--- src/dsc_pkg.sv ---
// Package for the disk controller switch configuration block.
// Holds timing counts, register offsets, field layouts and carrier structs.
// Assumes a 20 MHz core clock and an 18-bit host-bus I/O address.
package dsc_pkg;

   // ************************************************************
   // Timing
   // ************************************************************
   localparam int unsigned DSC_CLK_HZ = 20_000_000;
   localparam int unsigned DSC_BOOT_TIMEOUT_S = 1 * 60;
   localparam int unsigned DSC_BOOT_TIMEOUT_CYC = DSC_BOOT_TIMEOUT_S * DSC_CLK_HZ;
   localparam int unsigned DSC_BURST_SHORT_US = 4;
   localparam int unsigned DSC_BURST_LONG_US = 8;
   localparam int unsigned DSC_BURST_SHORT_CYC = DSC_BURST_SHORT_US * (DSC_CLK_HZ / 1_000_000);
   localparam int unsigned DSC_BURST_LONG_CYC = DSC_BURST_LONG_US * (DSC_CLK_HZ / 1_000_000);

   // ************************************************************
   // Addressing
   // ************************************************************
   localparam int DSC_BUS_AW = 18;
   localparam int DSC_DMA_AW = 22;
   localparam int DSC_NARROW_AW = 18;
   localparam logic [17:0] DSC_STD_BASE = 18'o772150;
   localparam logic [17:0] DSC_ALT1_BASE = 18'o772154;
   localparam logic [17:0] DSC_ALT2_BASE = 18'o760334;
   localparam logic [17:0] DSC_BASE_STEP = 18'o000004;
   localparam logic [17:0] DSC_OFF_POLL = 18'o000000;
   localparam logic [17:0] DSC_OFF_STATUS = 18'o000002;

   // ************************************************************
   // Status word layout and reset values
   // ************************************************************
   localparam int DSC_ST_ERR_BIT = 15;
   localparam int DSC_ST_HALT_BIT = 14;
   localparam int DSC_ST_BOOTOK_BIT = 13;
   localparam logic [15:0] DSC_ST_RESET = 16'h0000;
   localparam logic [11:0] DSC_ERR_CODE_DEF = 12'h0a5;
   localparam logic [7:0] DSC_VEC_RESET = 8'h00;
   localparam logic [2:0] DSC_UNIT8_CODE = 3'h0;
   localparam logic [3:0] DSC_UNIT8 = 4'h8;
   localparam int DSC_UNITS = 8;

   typedef enum logic [1:0] {
      DSC_BOOT_IDLE = 2'b00,
      DSC_BOOT_WAIT = 2'b01,
      DSC_BOOT_DONE = 2'b10,
      DSC_BOOT_FAIL = 2'b11
   } dsc_boot_e;

   typedef struct packed {
      logic autoboot;
      logic [2:0] addr_sel;
      logic [2:0] unit_sel;
      logic wide;
      logic burst_long;
      logic pulse_from_a;
   } dsc_sw_s;

   typedef struct packed {
      logic [17:0] base;
      logic standard;
      logic autoboot;
      logic [2:0] boot_unit;
      logic [3:0] first_unit;
      logic wide;
      logic burst_long;
      logic pulse_from_a;
   } dsc_cfg_s;

endpackage

--- src/dsc_strap_latch.sv ---
// Switch capture and decode for the disk controller configuration block.
// Assumes switch levels are synchronous to CLK and steady while the
// run/halt switch is released.
`timescale 1ns/1ps
`default_nettype none
module dsc_strap_latch (
   input wire logic clk,
   input wire logic rst,
   input wire logic ce,
   input wire logic run_halt,
   input wire dsc_pkg::dsc_sw_s sw,
   output dsc_pkg::dsc_cfg_s cfg,
   output logic cfg_valid,
   output logic capture
);
   import dsc_pkg::*;

   // ************************************************************
   // Decode
   // ************************************************************
   logic pending_reg;
   logic pending_next;
   logic valid_reg;
   dsc_cfg_s cfg_reg;
   dsc_cfg_s cfg_next;
   wire [17:0] alt_base = DSC_ALT2_BASE + 18'(DSC_BASE_STEP * 18'(sw.addr_sel - 3'h2));
   wire [17:0] base_dec = (sw.addr_sel == 3'h0) ? DSC_STD_BASE :
                          (sw.addr_sel == 3'h1) ? DSC_ALT1_BASE : alt_base;
   wire [3:0] first_dec = (sw.unit_sel == DSC_UNIT8_CODE) ? DSC_UNIT8 : {1'b0, sw.unit_sel};

   // Strap capture waits until the run/halt switch is released, so a
   // switch changed during halt is taken on the release edge.
   assign capture = pending_reg && !run_halt;
   assign pending_next = run_halt ? 1'b1 : (capture ? 1'b0 : pending_reg);

   always_comb begin
      cfg_next.base = base_dec;
      cfg_next.standard = (sw.addr_sel == 3'h0);
      cfg_next.autoboot = sw.autoboot && (sw.addr_sel == 3'h0);
      cfg_next.boot_unit = sw.unit_sel;
      cfg_next.first_unit = first_dec;
      cfg_next.wide = sw.wide;
      cfg_next.burst_long = sw.burst_long;
      cfg_next.pulse_from_a = sw.pulse_from_a;
   end

   always_ff @(posedge clk or posedge rst) begin
      if (rst) begin
         pending_reg <= 1'b1;
         valid_reg <= 1'b0;
         cfg_reg <= '0;
      end else if (ce) begin
         pending_reg <= pending_next;
         valid_reg <= run_halt ? 1'b0 : (capture ? 1'b1 : valid_reg);
         if (capture) begin
            cfg_reg <= cfg_next;
         end
      end
   end

   assign cfg = cfg_reg;
   assign cfg_valid = valid_reg;

   // ************************************************************
   // Checks
   // ************************************************************
   AST_CFG_HOLD: assert property (@(posedge clk) disable iff (rst)
      (valid_reg && !capture && !run_halt) |=> $stable(cfg_reg))
      else $error("Configuration changed without a capture.");
   AST_ALT_NOBOOT: assert property (@(posedge clk) disable iff (rst)
      (valid_reg && !cfg_reg.standard) |-> !cfg_reg.autoboot)
      else $error("Autoboot enabled at an alternate base.");
   AST_UNIT8: assert property (@(posedge clk) disable iff (rst)
      (capture && ce && sw.unit_sel == 3'h0) |=> (cfg_reg.first_unit == 4'h8))
      else $error("All-off unit code did not give unit 8.");
endmodule
`default_nettype wire

--- src/dsc_strap_config.sv ---
// Disk controller run-time configuration from option switches.
// Assumes a single-cycle host register port and level switch inputs.
//
// Contract
// - Register base address comes from three address-select switches, eight choices.
// - Code 0 is 772150, 1 is 772154, 2..7 run 760334 to 760360.
// - Registers answer at consecutive word addresses upward from the base.
// - Host writes the interrupt vector; the device uses that written vector.
// - Autoboot at power-up when enabled and at the standard base; the code also starts it after every run/halt release.
// - Boot drive not ready halts the host after one minute.
// - After boot failure an error code shows in the status word at base plus two.
// - At standard base the unit switches give boot unit; only 0 to 3 valid.
// - At an alternate base the unit switches give the first unit, 1 to 8.
// - Unit code is binary, all-off means 8; on,on,off gives 3.
// - Gap between DMA bursts is 4 us with switch off, 8 us on.
// - Index and sector pulses come from the data cable off, control cable on.
// - Full 22-bit DMA address only with switch on and driver fitted.
// - Device takes part in four-level distributed interrupt arbitration.
// - Switches are sampled only at reset or run/halt release.
`timescale 1ns/1ps
`default_nettype none
module dsc_strap_config #(
   parameter int unsigned BOOT_TIMEOUT_CYC = dsc_pkg::DSC_BOOT_TIMEOUT_CYC,
   parameter logic [11:0] ERR_CODE = dsc_pkg::DSC_ERR_CODE_DEF,
   parameter int IRQ_LEVEL = 4
) (
   input wire logic CLK,
   input wire logic RST,
   input wire logic CE,
   input wire logic RUN_HALT,
   input wire dsc_pkg::dsc_sw_s SW,
   input wire logic WIDE_DRIVER_FITTED,
   input wire logic [dsc_pkg::DSC_BUS_AW-1:0] BUS_ADDR,
   input wire logic BUS_RD,
   input wire logic BUS_WR,
   input wire logic [15:0] BUS_WDATA,
   output logic [15:0] BUS_RDATA,
   output logic BUS_ACK,
   input wire logic [dsc_pkg::DSC_UNITS-1:0] DRIVE_READY,
   output logic BOOT_REQ,
   output logic [2:0] BOOT_UNIT,
   output logic HOST_HALT,
   output logic [3:0] FIRST_UNIT,
   input wire logic DMA_BURST_END,
   output logic DMA_BURST_ALLOW,
   input wire logic [dsc_pkg::DSC_DMA_AW-1:0] DMA_ADDR_IN,
   output logic [dsc_pkg::DSC_DMA_AW-1:0] DMA_ADDR_OUT,
   input wire logic INDEX_A,
   input wire logic SECTOR_A,
   input wire logic INDEX_B,
   input wire logic SECTOR_B,
   output logic INDEX_PULSE,
   output logic SECTOR_PULSE,
   input wire logic DEV_IRQ,
   input wire logic HIGHER_REQ,
   input wire logic IAK_IN,
   output logic IAK_OUT,
   output logic [3:0] IRQ_LINES,
   output logic [7:0] VEC_OUT,
   output logic VEC_STROBE
);
   import dsc_pkg::*;

   // ************************************************************
   // Switch capture
   // ************************************************************
   dsc_cfg_s cfg;
   logic cfg_valid;
   logic capture;

   dsc_strap_latch u_latch (
      .clk(CLK),
      .rst(RST),
      .ce(CE),
      .run_halt(RUN_HALT),
      .sw(SW),
      .cfg(cfg),
      .cfg_valid(cfg_valid),
      .capture(capture)
   );

   // ************************************************************
   // Register port
   // ************************************************************
   logic [7:0] vec_reg;
   logic [15:0] rdata_reg;
   logic ack_reg;
   dsc_boot_e boot_reg;
   dsc_boot_e boot_next;
   wire [17:0] off = BUS_ADDR - cfg.base;
   wire sel_poll = cfg_valid && (off == DSC_OFF_POLL);
   wire sel_stat = cfg_valid && (off == DSC_OFF_STATUS);
   wire boot_fail = (boot_reg == DSC_BOOT_FAIL);
   // The error code stays readable while the host sits halted.
   wire [15:0] stat_word = boot_fail ? {1'b1, 1'b1, 2'b00, ERR_CODE} :
                           {2'b00, (boot_reg == DSC_BOOT_DONE), 13'h0000};
   wire [15:0] rd_mux = sel_stat ? stat_word : 16'h0000;
   wire take_rd = BUS_RD && (sel_poll || sel_stat);
   wire take_wr = BUS_WR && (sel_poll || sel_stat);

   always_ff @(posedge CLK or posedge RST) begin
      if (RST) begin
         vec_reg <= DSC_VEC_RESET;
         rdata_reg <= DSC_ST_RESET;
         ack_reg <= 1'b0;
      end else if (CE) begin
         ack_reg <= take_rd || take_wr;
         if (take_rd) begin
            rdata_reg <= rd_mux;
         end
         if (BUS_WR && sel_stat) begin
            vec_reg <= BUS_WDATA[7:0];
         end
      end
   end

   assign BUS_RDATA = rdata_reg;
   assign BUS_ACK = ack_reg;

   // ************************************************************
   // Autoboot
   // ************************************************************
   logic [31:0] tmo_reg;
   wire unit_ready = DRIVE_READY[cfg.boot_unit] && !cfg.boot_unit[2];
   wire tmo_hit = (tmo_reg == 32'(BOOT_TIMEOUT_CYC - 1));

   always_comb begin
      boot_next = boot_reg;
      case (boot_reg)
         DSC_BOOT_IDLE: begin
            if (capture && cfg_valid == 1'b0 && SW.autoboot && SW.addr_sel == 3'h0) begin
               boot_next = DSC_BOOT_WAIT;
            end
         end
         DSC_BOOT_WAIT: begin
            if (unit_ready) begin
               boot_next = DSC_BOOT_DONE;
            end else if (tmo_hit) begin
               boot_next = DSC_BOOT_FAIL;
            end
         end
         default: begin
            boot_next = boot_reg;
         end
      endcase
      if (RUN_HALT) begin
         boot_next = DSC_BOOT_IDLE;
      end
   end

   always_ff @(posedge CLK or posedge RST) begin
      if (RST) begin
         boot_reg <= DSC_BOOT_IDLE;
         tmo_reg <= 32'h0000_0000;
      end else if (CE) begin
         boot_reg <= boot_next;
         tmo_reg <= (boot_reg == DSC_BOOT_WAIT) ? tmo_reg + 32'h0000_0001 : 32'h0000_0000;
      end
   end

   assign BOOT_REQ = (boot_reg == DSC_BOOT_WAIT);
   assign BOOT_UNIT = cfg.boot_unit;
   assign HOST_HALT = boot_fail;
   assign FIRST_UNIT = cfg.first_unit;

   // ************************************************************
   // DMA burst spacing and addressing
   // ************************************************************
   logic [7:0] gap_reg;
   wire [7:0] gap_load = cfg.burst_long ? 8'(DSC_BURST_LONG_CYC) : 8'(DSC_BURST_SHORT_CYC);

   always_ff @(posedge CLK or posedge RST) begin
      if (RST) begin
         gap_reg <= 8'h00;
      end else if (CE) begin
         if (DMA_BURST_END) begin
            gap_reg <= gap_load;
         end else if (gap_reg != 8'h00) begin
            gap_reg <= gap_reg - 8'h01;
         end
      end
   end

   assign DMA_BURST_ALLOW = (gap_reg == 8'h00);
   // Without the driver fitted the upper lines must stay quiet, whatever the switch.
   wire wide_ok = cfg.wide && WIDE_DRIVER_FITTED;
   assign DMA_ADDR_OUT = wide_ok ? DMA_ADDR_IN : {4'h0, DMA_ADDR_IN[DSC_NARROW_AW-1:0]};

   assign INDEX_PULSE = cfg.pulse_from_a ? INDEX_A : INDEX_B;
   assign SECTOR_PULSE = cfg.pulse_from_a ? SECTOR_A : SECTOR_B;

   // ************************************************************
   // Interrupt arbitration
   // ************************************************************
   logic pend_reg;
   logic [7:0] vout_reg;
   logic vstb_reg;
   wire grant = IAK_IN && pend_reg && !HIGHER_REQ;

   always_ff @(posedge CLK or posedge RST) begin
      if (RST) begin
         pend_reg <= 1'b0;
         vout_reg <= 8'h00;
         vstb_reg <= 1'b0;
      end else if (CE) begin
         pend_reg <= DEV_IRQ || (pend_reg && !grant);
         vstb_reg <= grant;
         if (grant) begin
            vout_reg <= vec_reg;
         end
      end
   end

   // The grant passes down the chain unless this device has a request pending.
   assign IAK_OUT = IAK_IN && !pend_reg;
   assign IRQ_LINES = pend_reg ? 4'(4'h1 << (IRQ_LEVEL - 4)) : 4'h0;
   assign VEC_OUT = vout_reg;
   assign VEC_STROBE = vstb_reg;

   // ************************************************************
   // Checks
   // ************************************************************
   AST_STAT_ERR: assert property (@(posedge CLK) disable iff (RST)
      (CE && BUS_RD && sel_stat && boot_fail) |=> (BUS_ACK && BUS_RDATA[11:0] == ERR_CODE))
      else $error("Status word lacks the boot error code.");
   AST_HALT_TMO: assert property (@(posedge CLK) disable iff (RST)
      (CE && !RUN_HALT && BOOT_REQ && tmo_hit && !unit_ready) |=> HOST_HALT)
      else $error("Host not halted at boot timeout.");
   AST_NO_EARLY_HALT: assert property (@(posedge CLK) disable iff (RST)
      $rose(HOST_HALT) |-> $past(tmo_hit))
      else $error("Host halted before the timeout.");
   AST_GAP: assert property (@(posedge CLK) disable iff (RST || !CE)
      (DMA_BURST_END && !cfg.burst_long) |=> !DMA_BURST_ALLOW [*8])
      else $error("DMA burst gap too short.");
   AST_NARROW: assert property (@(posedge CLK) disable iff (RST)
      !WIDE_DRIVER_FITTED |-> (DMA_ADDR_OUT[21:18] == 4'h0))
      else $error("Upper DMA address lines driven without driver.");
   AST_VEC: assert property (@(posedge CLK) disable iff (RST)
      VEC_STROBE |-> (VEC_OUT == $past(vec_reg)))
      else $error("Vector differs from the written value.");
   AST_CHAIN: assert property (@(posedge CLK) disable iff (RST)
      (pend_reg && IAK_IN) |-> !IAK_OUT)
      else $error("Grant passed while requesting.");
endmodule
`default_nettype wire

--- config.mk ---
export PLATFORM = sky130hd
export DESIGN_NAME = dsc_strap_config
export DESIGN_NICKNAME = d
export VERILOG_FILES = /design/src/dsc_pkg.sv /design/src/dsc_strap_latch.sv /design/src/dsc_strap_config.sv
export SDC_FILE = /design/constraint.sdc
export NUM_CORES = 1
export LEC_CHECK = 0
export BUFFER_PORTS_ARGS = -buffer_cell sky130_fd_sc_hd__buf_2
export CAP_MARGIN = 10
export CORE_MARGIN = 8
export CORE_UTILIZATION = 40
export DETAILED_ROUTE_END_ITERATION = 8
export PLACE_DENSITY_LB_ADDON = 0.25
export SLEW_MARGIN = 20
export SYNTH_ARGS = -nofsm -noshare
export SYNTH_HDL_FRONTEND = slang
export SYNTH_SLANG_ARGS = --single-unit
--- constraint.sdc ---
create_clock -name CLK -period 4.6 [get_ports CLK]
set_input_delay 0.69 -clock CLK [delete_from_list [all_inputs] [get_ports CLK]]
set_output_delay 0.69 -clock CLK [all_outputs]
set_load 0.02 [all_outputs]
==> results of run 1 <==
==> layout make-up <==
class	instances	area (sq um)
fill	1241	6700
multi-input combinational	385	2590
sequential	84	2100
timing repair buffer	96	488
clock buffer	11	253
tap	172	215
clock inverter	5	106
inverter	27	103
antenna	1	2.50
==> kinds of logic (layout without fill, tap and decap cells) <==
logic type                 count (synthesis)  after routing  share of synthesized area [%]
AOI/OAI and AO/OA                         94             94                           12.3
xor gates and xnor gates                  34             34                           5.80
adders and majority gates                 23             23                           5.61
buffers and inverters                     82            139                           9.22
DFF                                       84             84                           41.0
muxes                                     25             25                           6.27
other                                      1             13                         0.0731
and+or+nand+nor                          197            197                           19.7
==> Yosys cell counts, types with 15 or more instances <==
| cell type | number | area (sq um) |
|---|---|---|
| nand3_1 | 17 | 85.1 |
| a21oi_1 | 20 | 100 |
| nand2_1 | 57 | 214 |
| inv_1 | 27 | 101 |
| buf_4 | 43 | 323 |
| dfrtp_1 | 83 | 2080 |
| nor2_1 | 51 | 191 |
| o21ai_0 | 29 | 145 |
| xor2_1 | 26 | 228 |
| ha_1 | 23 | 288 |
| mux2_2 | 15 | 169 |
==> worst max-delay path: stages <==
cell and delay, ps:
buf_2 110, ha_1 290, nor2b_4 180, o2111ai_1 190, a31oi_1 460, o21a_1 190
o2111ai_1 200, nor4_4 420, nand4_4 300, mux2_4 370
==> routing by layer <==
layer	track usage [%]	up-vias	part of all wire, %
met5	0	-	0
met4	5.94	0	2.1
met3	4.27	28	7.0
met2	22.2	118	46
met1	17.5	1876	45
li1	-	1952	-
==> power by group <==
group	internal, mW	switching, mW
registers	0.799	0.0432
logic	0.184	0.292
clock network	0.563	0.291
==> how the worst min path moves through the flow <==
stage	slack (ps)	startpoint	to
final	480	u_latch.cfg[4]	u_latch.cfg[4]
after global placement	460	u_latch.cfg[6]	u_latch.cfg[6]
after floorplan	440	u_latch.cfg[6]	u_latch.cfg[6]
after global routing	500	u_latch.cfg[6]	u_latch.cfg[6]
after CTS	490	u_latch.cfg[3]	u_latch.cfg[3]
after detailed placement	470	u_latch.cfg[3]	u_latch.cfg[3]
==> flow_summary_export.csv, run 1 <==
group,metric,value,unit
floorplanning,start_util,40.8,%
synthesis,netlist_instances,540,
grt,globalRouteOverflowTotal,0,
job,max_cap_viol_count,0,
critical_path,r2r_slack,1460,ps
detailed_routing,vias_per_cell,5.09,
final_layout,drive_gt1_share,25.0,%
cts,clock-sinks,84,
place,detailed_place.area,5500,sq um
final_layout,finalNetCount,715,
timing,period_share,69.5,%
floorplanning,dieWidth,129,microns
grt,grt_pass1_vias,3973,
detailed_routing,wl_per_cell,14.7,microns
place,portBuffers,93,
cts,clk_latency,340,ps
timing,relSlewSlack,40.2,%
min_path,worstHoldPathCells,2,
final_layout,final-instance-count-excl-fill,781,
timing,final-setup-viol-count,0,
critical_path,timing.rr.end,"vec_reg[7]",
detailed_routing,route.detailed.drc,0,
cts,cts_buffer_depth,2,
final_layout,largest_reg_flops,32,
timing,drv_slew,0,
grt,grt_antenna_before_repair,1,
grt,track_usage,14.1,%
grt,grt_first_pass_wirelength,18900,microns
timing,fin_ws,1400,ps
cts,post-cts-setup-buffer-count,0,
floorplanning,die-height,129,microns
cts,post_cts_resized,0,
cts,cts_tree,"yes",
place,place.gp.congestion,0.895,
synthesis,syn_area,5130,sq um
final_layout,layout_commonest_cell,"buf_2",
critical_path,critPathArrivalTime,3420,ps
min_path,hold_path.class,"flip-flop to flip-flop",
floorplanning,num_io_pins,154,
synthesis,synth_edf_count,0,
pwr,irDropWorstVdd,0.000208,V
critical_path,criticalPathCategory,"input pin to flip-flop",
synthesis,ys.flop_type,"dfrtp_1",
place,pre_cts_slack,1040,ps
final_layout,layout_common_cells,"buf_2 (93), dfrtp_1 (83), nand2_1 (57)",
timing,finClkSkew,6.16,ps
timing,fmax,0.313,GHz
timing,hold_viol_final,0,
cts,cts_buffers,9,
detailed_routing,detail_route.first_pass.iterations,5,
grt,grt_max_degree,55,
timing,min_period,3200,ps
place,dpl.hpwl,8890,microns
synthesis,ys_seq_area_share,41.0,%
critical_path,r2r_start,"u_latch.cfg[28]",
critical_path,critPathLaunch,"BUS_ADDR[3]",
floorplanning,num_rows,41,
pwr,leakage,2.90,nW
detailed_routing,drtAntennaViolNets,0,
place,dp_cells,764,
critical_path,crit_path_start_kind,"input pin",
synthesis,synth.avg_cell_area,9.50,sq um
synthesis,async_reset_ff_share,100,%
cts,htreeDepth,3,
synthesis,synthDistinctLibCells,64,
critical_path,endpoint,"vec_reg[7]",
detailed_routing,routed_wl,11500,microns
critical_path,worst_ep_required_time,4820,ps
timing,fin_setup_tns,0,ps
final_layout,finish.utilization,46.7,%
synthesis,yosysWarningCount,0,
cts,cts_root_buffer,"clkbuf_16",
detailed_routing,dr.first_iter.drc_count,168,
run_status,status,"complete, no violations",
critical_path,ff2ff_path_depth,10,
pwr,total_power,2.17,mW
detailed_routing,dr_total_vias,3974,
timing,rsz0062_at_grt,"false",
cts,clkTransAtPathRegs,60,ps
floorplanning,fp.coreArea,12600,sq um
timing,tightest_slew,896,ps
floorplanning,dieArea,16700,sq um
synthesis,synth-seq-cells,84,
cts,holdBufCountCts,0,
pwr,p_per_area,370,nW/um^2
final_layout,area_growth,14.3,%
timing,hold_slack,480,ps
final_layout,final_area,5870,sq um
critical_path,cp-end-kind,"flip-flop",
critical_path,critPathMaxFanout,8,
No activity file was read; power rests on OpenSTA's default activity.
==> run 2, diff against run 1 <==
==> constraint.sdc (replaced) <==
create_clock -name CLK -period 3.3 [get_ports CLK]
set_input_delay 0.495 -clock CLK [delete_from_list [all_inputs] [get_ports CLK]]
set_output_delay 0.495 -clock CLK [all_outputs]
set_load 0.02 [all_outputs]
==> run 2 against run 1 <==
  * Sequential power increased by 40%
  * Non-clock buffer count rose by 14
  * Setup slack worse by 1100 ps
  * Clock skew about the same
  * Via count grew 1.2%
  * Utilization is 0.87 points higher
  * Final area grew 1.9%
  * Count of clock-buffer cells in the layout fell by 1
  * Global-route usage grew 0.89 points
  * Hold slack worse by 300 ps
  * First-iteration DRC count rose by 30%
==> flow_summary_export.csv, run 2 (same netlist as run 1, synthesis figures left out) <==
group,metric,value,unit
cts,clk_latency,340,ps
timing,finClkSkew,6.51,ps
grt,grt_pass1_vias,4059,
detailed_routing,dr_total_vias,4021,
cts,clkTransAtPathRegs,60,ps
timing,rsz0062_at_grt,"false",
critical_path,r2r_start,"u_latch.cfg[24]",
min_path,hold_path.class,"input pin to asynchronous set/reset pin",
final_layout,largest_reg_flops,32,
critical_path,criticalPathCategory,"flip-flop to flip-flop",
cts,post-cts-setup-buffer-count,0,
final_layout,layout_commonest_cell,"buf_2",
critical_path,critPathArrivalTime,3260,ps
cts,post_cts_resized,0,
timing,hold_slack,177,ps
detailed_routing,routed_wl,11800,microns
final_layout,layout_common_cells,"buf_2 (93), dfrtp_1 (83), nand2_1 (57)",
timing,period_share,91.8,%
floorplanning,start_util,40.8,%
detailed_routing,vias_per_cell,5.06,
cts,cts_tree,"yes",
critical_path,r2r_slack,270,ps
critical_path,slowest_stage,"dfrtp_1",
timing,min_period,3030,ps
pwr,intPower,2.16,mW
pwr,switching_share,29.4,%
pwr,p_per_area,512,nW/um^2
pwr,leakage,2.97,nW
final_layout,finalNetCount,729,
floorplanning,dieWidth,129,microns
detailed_routing,route.detailed.drc,0,
grt,track_usage,15.0,%
critical_path,cpMostUsedCell,"a21oi_1",
critical_path,critPathMaxFanout,8,
detailed_routing,drtAntennaViolNets,0,
critical_path,timing.rr.end,"vec_reg[1]",
pwr,p_comb_share,23.1,%
place,pre_cts_slack,25.5,ps
critical_path,endpoint,"vec_reg[1]",
detailed_routing,dr.first_iter.drc_count,219,
floorplanning,die-height,129,microns
cts,cts_buffer_depth,2,
critical_path,critPathLaunch,"u_latch.cfg[24]",
critical_path,cp_slowest_stage_delay,360,ps
pwr,irDropWorstVdd,0.000318,V
pwr,switching_power,0.898,mW
timing,tightest_slew,648,ps
timing,drv_slew,0,
timing,relSlewSlack,56.4,%
run_status,status,"complete, no violations",
critical_path,cp-end-kind,"flip-flop",
pwr,seqPwrFrac,38.5,%
detailed_routing,detail_route.first_pass.iterations,4,
timing,fmax,0.330,GHz
grt,grt_antenna_before_repair,1,
final_layout,area_growth,16.5,%
cts,cts_root_buffer,"clkbuf_16",
critical_path,path_cells,"inv_1 > ha_1 > a211o_1 > a21oi_1 > nand2b_1 > o21a_1 > or3_1 > a21oi_1 > nand4_4 > buf_12 > mux2_4",
floorplanning,num_io_pins,154,
place,dpl.hpwl,9130,microns
cts,holdBufCountCts,0,
cts,cts_buffers,9,
floorplanning,fp.coreArea,12600,sq um
detailed_routing,wl_per_cell,14.9,microns
timing,final-setup-viol-count,0,
critical_path,worst_ep_required_time,3530,ps
place,portBuffers,93,
critical_path,crit_path_start_kind,"flip-flop",
grt,grt_first_pass_wirelength,20200,microns
cts,htreeDepth,3,
grt,globalRouteOverflowTotal,0,
grt,grt_max_degree,30,
pwr,pwr-share-clk,38.5,%
job,max_cap_viol_count,0,
place,place.gp.congestion,0.886,
floorplanning,dieArea,16700,sq um
cts,clock-sinks,84,
timing,hold_viol_final,0,
timing,fin_setup_tns,0,ps
critical_path,ff2ff_path_depth,11,
final_layout,drive_gt1_share,26.7,%
floorplanning,num_rows,41,
timing,fin_ws,269,ps
final_layout,finish.utilization,47.5,%
run 2: changes by cell type in the layout (fill, tap and decap cells not counted):
cell,delta
inv_8,-1
clkinvlp_4,+1
buf_4,+13
buf_12,+1
clkinv_4,+1
clkbuf_8,-1
run 2: worst max-delay path: cells and delay by family (launching register included):
family | cells | cell delay [ps]
adder cells (fa/ha/maj) | 1 | 330
AO/OA/AOI/OAI | 4 | 1080
multiplexers | 1 | 290
AND/OR/NAND/NOR | 3 | 530
flip-flops | 1 | 360
buffers and inverters | 2 | 310
run 2: cell type report:
| type | instances | area, sq um |
|---|---|---|
| Antenna cell | 1 | 2.50 |
| Tap cell | 172 | 215 |
| Multi-Input combinational cell | 385 | 2590 |
| Sequential cell | 84 | 2100 |
| Inverter | 27 | 103 |
| Clock buffer | 10 | 239 |
| Fill cell | 1217 | 6590 |
| Clock inverter | 6 | 111 |
| Timing Repair Buffer | 110 | 606 |
run 2: power by group through the flow:
stage	Sequential, mW	Combinational (mW)	Clock (mW)
finish	1.18	0.706	1.18
global route	1.19	0.797	1.25
CTS	1.18	0.711	1.20
detailed placement	1.19	0.710	0
global placement	1.19	0.699	0
floorplan	1.18	0.561	0
run 2: how the worst min path moves through the flow:
stage,start,endpoint,slack (ps)
after global routing,RST,tmo_reg[2],200
after global placement,u_latch.cfg[6],u_latch.cfg[6],460
after CTS,RST,tmo_reg[2],180
after detailed placement,u_latch.cfg[5],u_latch.cfg[5],460
after floorplan,u_latch.cfg[6],u_latch.cfg[6],440
final,RST,tmo_reg[2],180
run 2: metrics by stage:
stage | total power, mW | std cells | cell area [sq um]
6_report | 3.06 | 795 | 5970
5_1_grt | 3.24 | 795 | 5970
4_1_cts | 3.09 | 793 | 5950
3_5_place_dp | 1.90 | 777 | 5600
3_3_place_gp | 1.89 | 777 | 5600
2_1_floorplan | 1.74 | 551 | 5170
run 2: layer usage:
layer / share of wire (%) / global-route usage (%) / up-vias
met4: 2.1 / 7.12 / 0
met3: 5.9 / 3.29 / 26
met5: 0 / 0 / -
li1: - / - / 1991
met2: 46 / 22.9 / 97
met1: 46 / 19.6 / 1907
==> run 3, diff against run 2 <==
--- a/config.mk
+++ b/config.mk
@@ -8,7 +8,7 @@
 export BUFFER_PORTS_ARGS = -buffer_cell sky130_fd_sc_hd__buf_2
 export CAP_MARGIN = 10
 export CORE_MARGIN = 8
-export CORE_UTILIZATION = 40
+export CORE_UTILIZATION = 45
 export DETAILED_ROUTE_END_ITERATION = 8
 export PLACE_DENSITY_LB_ADDON = 0.25
 export SLEW_MARGIN = 20
==> run 3 against run 2 <==
  * Maximum frequency shrank 0.47%
  * Sequential share of layout area up 0.62 points
  * Final area decreased by 1.7%
  * Setup slack worse by 14 ps
  * Power fell by 2.7%
  * Combinational power decreased by 3.3%
  * Global-route usage grew 0.92 points
  * Final cell count decreased by 4.5%
  * Sequential power hardly changed
  * Count of clock-buffer cells in the layout is 1 lower
  * Via count rose by 0.97%
  * Register-to-register slack hardly changed
==> flow_summary_export.csv, run 3 (same netlist as run 1, synthesis figures left out) <==
group,metric,value,unit
cts,cts_buffers,9,
grt,grt_max_degree,42,
final_layout,final-instance-count-excl-fill,759,
cts,cts_buffer_depth,2,
place,place.gp.congestion,0.885,
place,portBuffers,93,
cts,clock-sinks,84,
grt,globalRouteOverflowTotal,0,
timing,fin_setup_tns,0,ps
detailed_routing,route.detailed.drc,0,
timing,finClkSkew,8.98,ps
pwr,p_per_area,507,nW/um^2
place,dpl.hpwl,8960,microns
floorplanning,die-height,123,microns
timing,hold_viol_final,0,
final_layout,drive_gt1_share,26.0,%
floorplanning,num_rows,39,
final_layout,largest_reg_flops,32,
timing,fmax,0.328,GHz
floorplanning,dieArea,15100,sq um
job,max_cap_viol_count,0,
floorplanning,start_util,45.5,%
critical_path,r2r_slack,250,ps
grt,track_usage,15.9,%
cts,clkTransAtPathRegs,70,ps
timing,relSlewSlack,52.5,%
timing,period_share,92.3,%
grt,grt_pass1_vias,3989,
grt,grt_first_pass_wirelength,19500,microns
pwr,irDropWorstVdd,0.000272,V
cts,cts_root_buffer,"clkbuf_16",
cts,htreeDepth,3,
timing,hold_slack,237,ps
pwr,leakage,2.93,nW
min_path,hold_path.class,"input pin to asynchronous set/reset pin",
final_layout,finalNetCount,723,
place,pre_cts_slack,0.632,ps
final_layout,regArea,2100,sq um
floorplanning,fp.coreArea,11300,sq um
critical_path,criticalPathCategory,"flip-flop to flip-flop",
detailed_routing,detail_route.first_pass.iterations,4,
critical_path,critPathMaxFanout,8,
cts,post_cts_resized,0,
timing,tightest_slew,705,ps
critical_path,worst_ep_required_time,3520,ps
detailed_routing,routed_wl,11600,microns
place,dp_cells,742,
detailed_routing,vias_per_cell,5.35,
critical_path,cp-end-kind,"flip-flop",
timing,final-setup-viol-count,0,
detailed_routing,dr_total_vias,4060,
critical_path,crit_path_start_kind,"flip-flop",
critical_path,critPathArrivalTime,3270,ps
timing,min_period,3050,ps
floorplanning,dieWidth,123,microns
run_status,status,"complete, no violations",
final_layout,multi_input_area,2590,sq um
timing,drv_slew,0,
final_layout,fillerInstances,1024,
floorplanning,num_io_pins,154,
detailed_routing,wl_per_cell,15.3,microns
timing,rsz0062_at_grt,"false",
final_layout,area_growth,14.4,%
grt,grt_antenna_before_repair,0,
cts,clk_latency,340,ps
detailed_routing,drtAntennaViolNets,0,
timing,fin_ws,255,ps
detailed_routing,dr.first_iter.drc_count,213,
final_layout,antenna_cells,0,
cts,cts_tree,"yes",
final_layout,layout_commonest_cell,"buf_2",
final_layout,layout_common_cells,"buf_2 (93), dfrtp_1 (83), nand2_1 (57)",
run 3: changes by cell type in the layout (fill, tap and decap cells not counted), sizes merged:
cell	delta
clkinv	-1
bufinv	-1
buf	-6
diode	-1
clkbuf	-1
inv	+3
run 3: final cells by class:
class | instances | share of cell area, %
clock buffer | 9 | 3.84
clock inverter | 7 | 1.79
inverter | 27 | 1.75
multi-input combinational | 385 | 44.2
sequential | 84 | 35.8
tap | 143 | 3.05
timing repair buffer | 104 | 9.55
run 3: worst paths after layout:
| kind | from | to | cells after the start |
|---|---|---|---|
| max | u_latch.cfg[28] | vec_reg[7] | 10 |
| min | RST | VEC_OUT[3] | 2 |
| max reg2reg | u_latch.cfg[28] | vec_reg[7] | 10 |
| min reg2reg | u_latch.cfg[3] | u_latch.cfg[3] | 2 |
| max in group asynchronous | RST | u_latch.pending_reg | 3 |
| min in group CLK | SW[2] | u_latch.cfg[2] | 3 |
run 3: critical path, cell delays in order (launching register included):
cell and delay (ps):
dfrtp_1 380, inv_1 160, ha_1 340, a21oi_1 300, o211ai_1 120, a221oi_1 440, xnor2_1 180, nor4_4 400
nand4_4 130, buf_12 180, mux2_4 300
run 3: report_power, final:
| group | switching [mW] | internal, mW | total (mW) |
|---|---|---|---|
| clock network | 0.440 | 0.675 | 1.12 |
| registers | 0.0631 | 1.11 | 1.18 |
| logic | 0.413 | 0.270 | 0.683 |
| total | 0.916 | 2.06 | 2.97 |
run 3: what timing repair did:
item	4_1_cts	5_1_grt
endpoints found under the setup margin	0	4
buffers inserted	0	1
hold buffers	0	0
run 3: layer usage:
layer	up-vias	share of wire [%]	GRT usage (%)
met5	-	0	0
met2	127	47	25.7
met4	0	1.7	5.79
li1	1973	-	-
met3	20	7.3	3.91
met1	1940	44	20.2
run 3: through the flow:
| stage | utilization, % | total power [mW] | instance area [sq um] |
|---|---|---|---|
| global route | 52.1 | 3.13 | 5870 |
| CTS | 51.9 | 2.99 | 5850 |
| floorplan | - | 1.74 | 5170 |
| global placement | 49.0 | 1.86 | 5520 |
| detailed placement | 49.0 | 1.88 | 5520 |
| finish | 52.1 | 2.97 | 5870 |
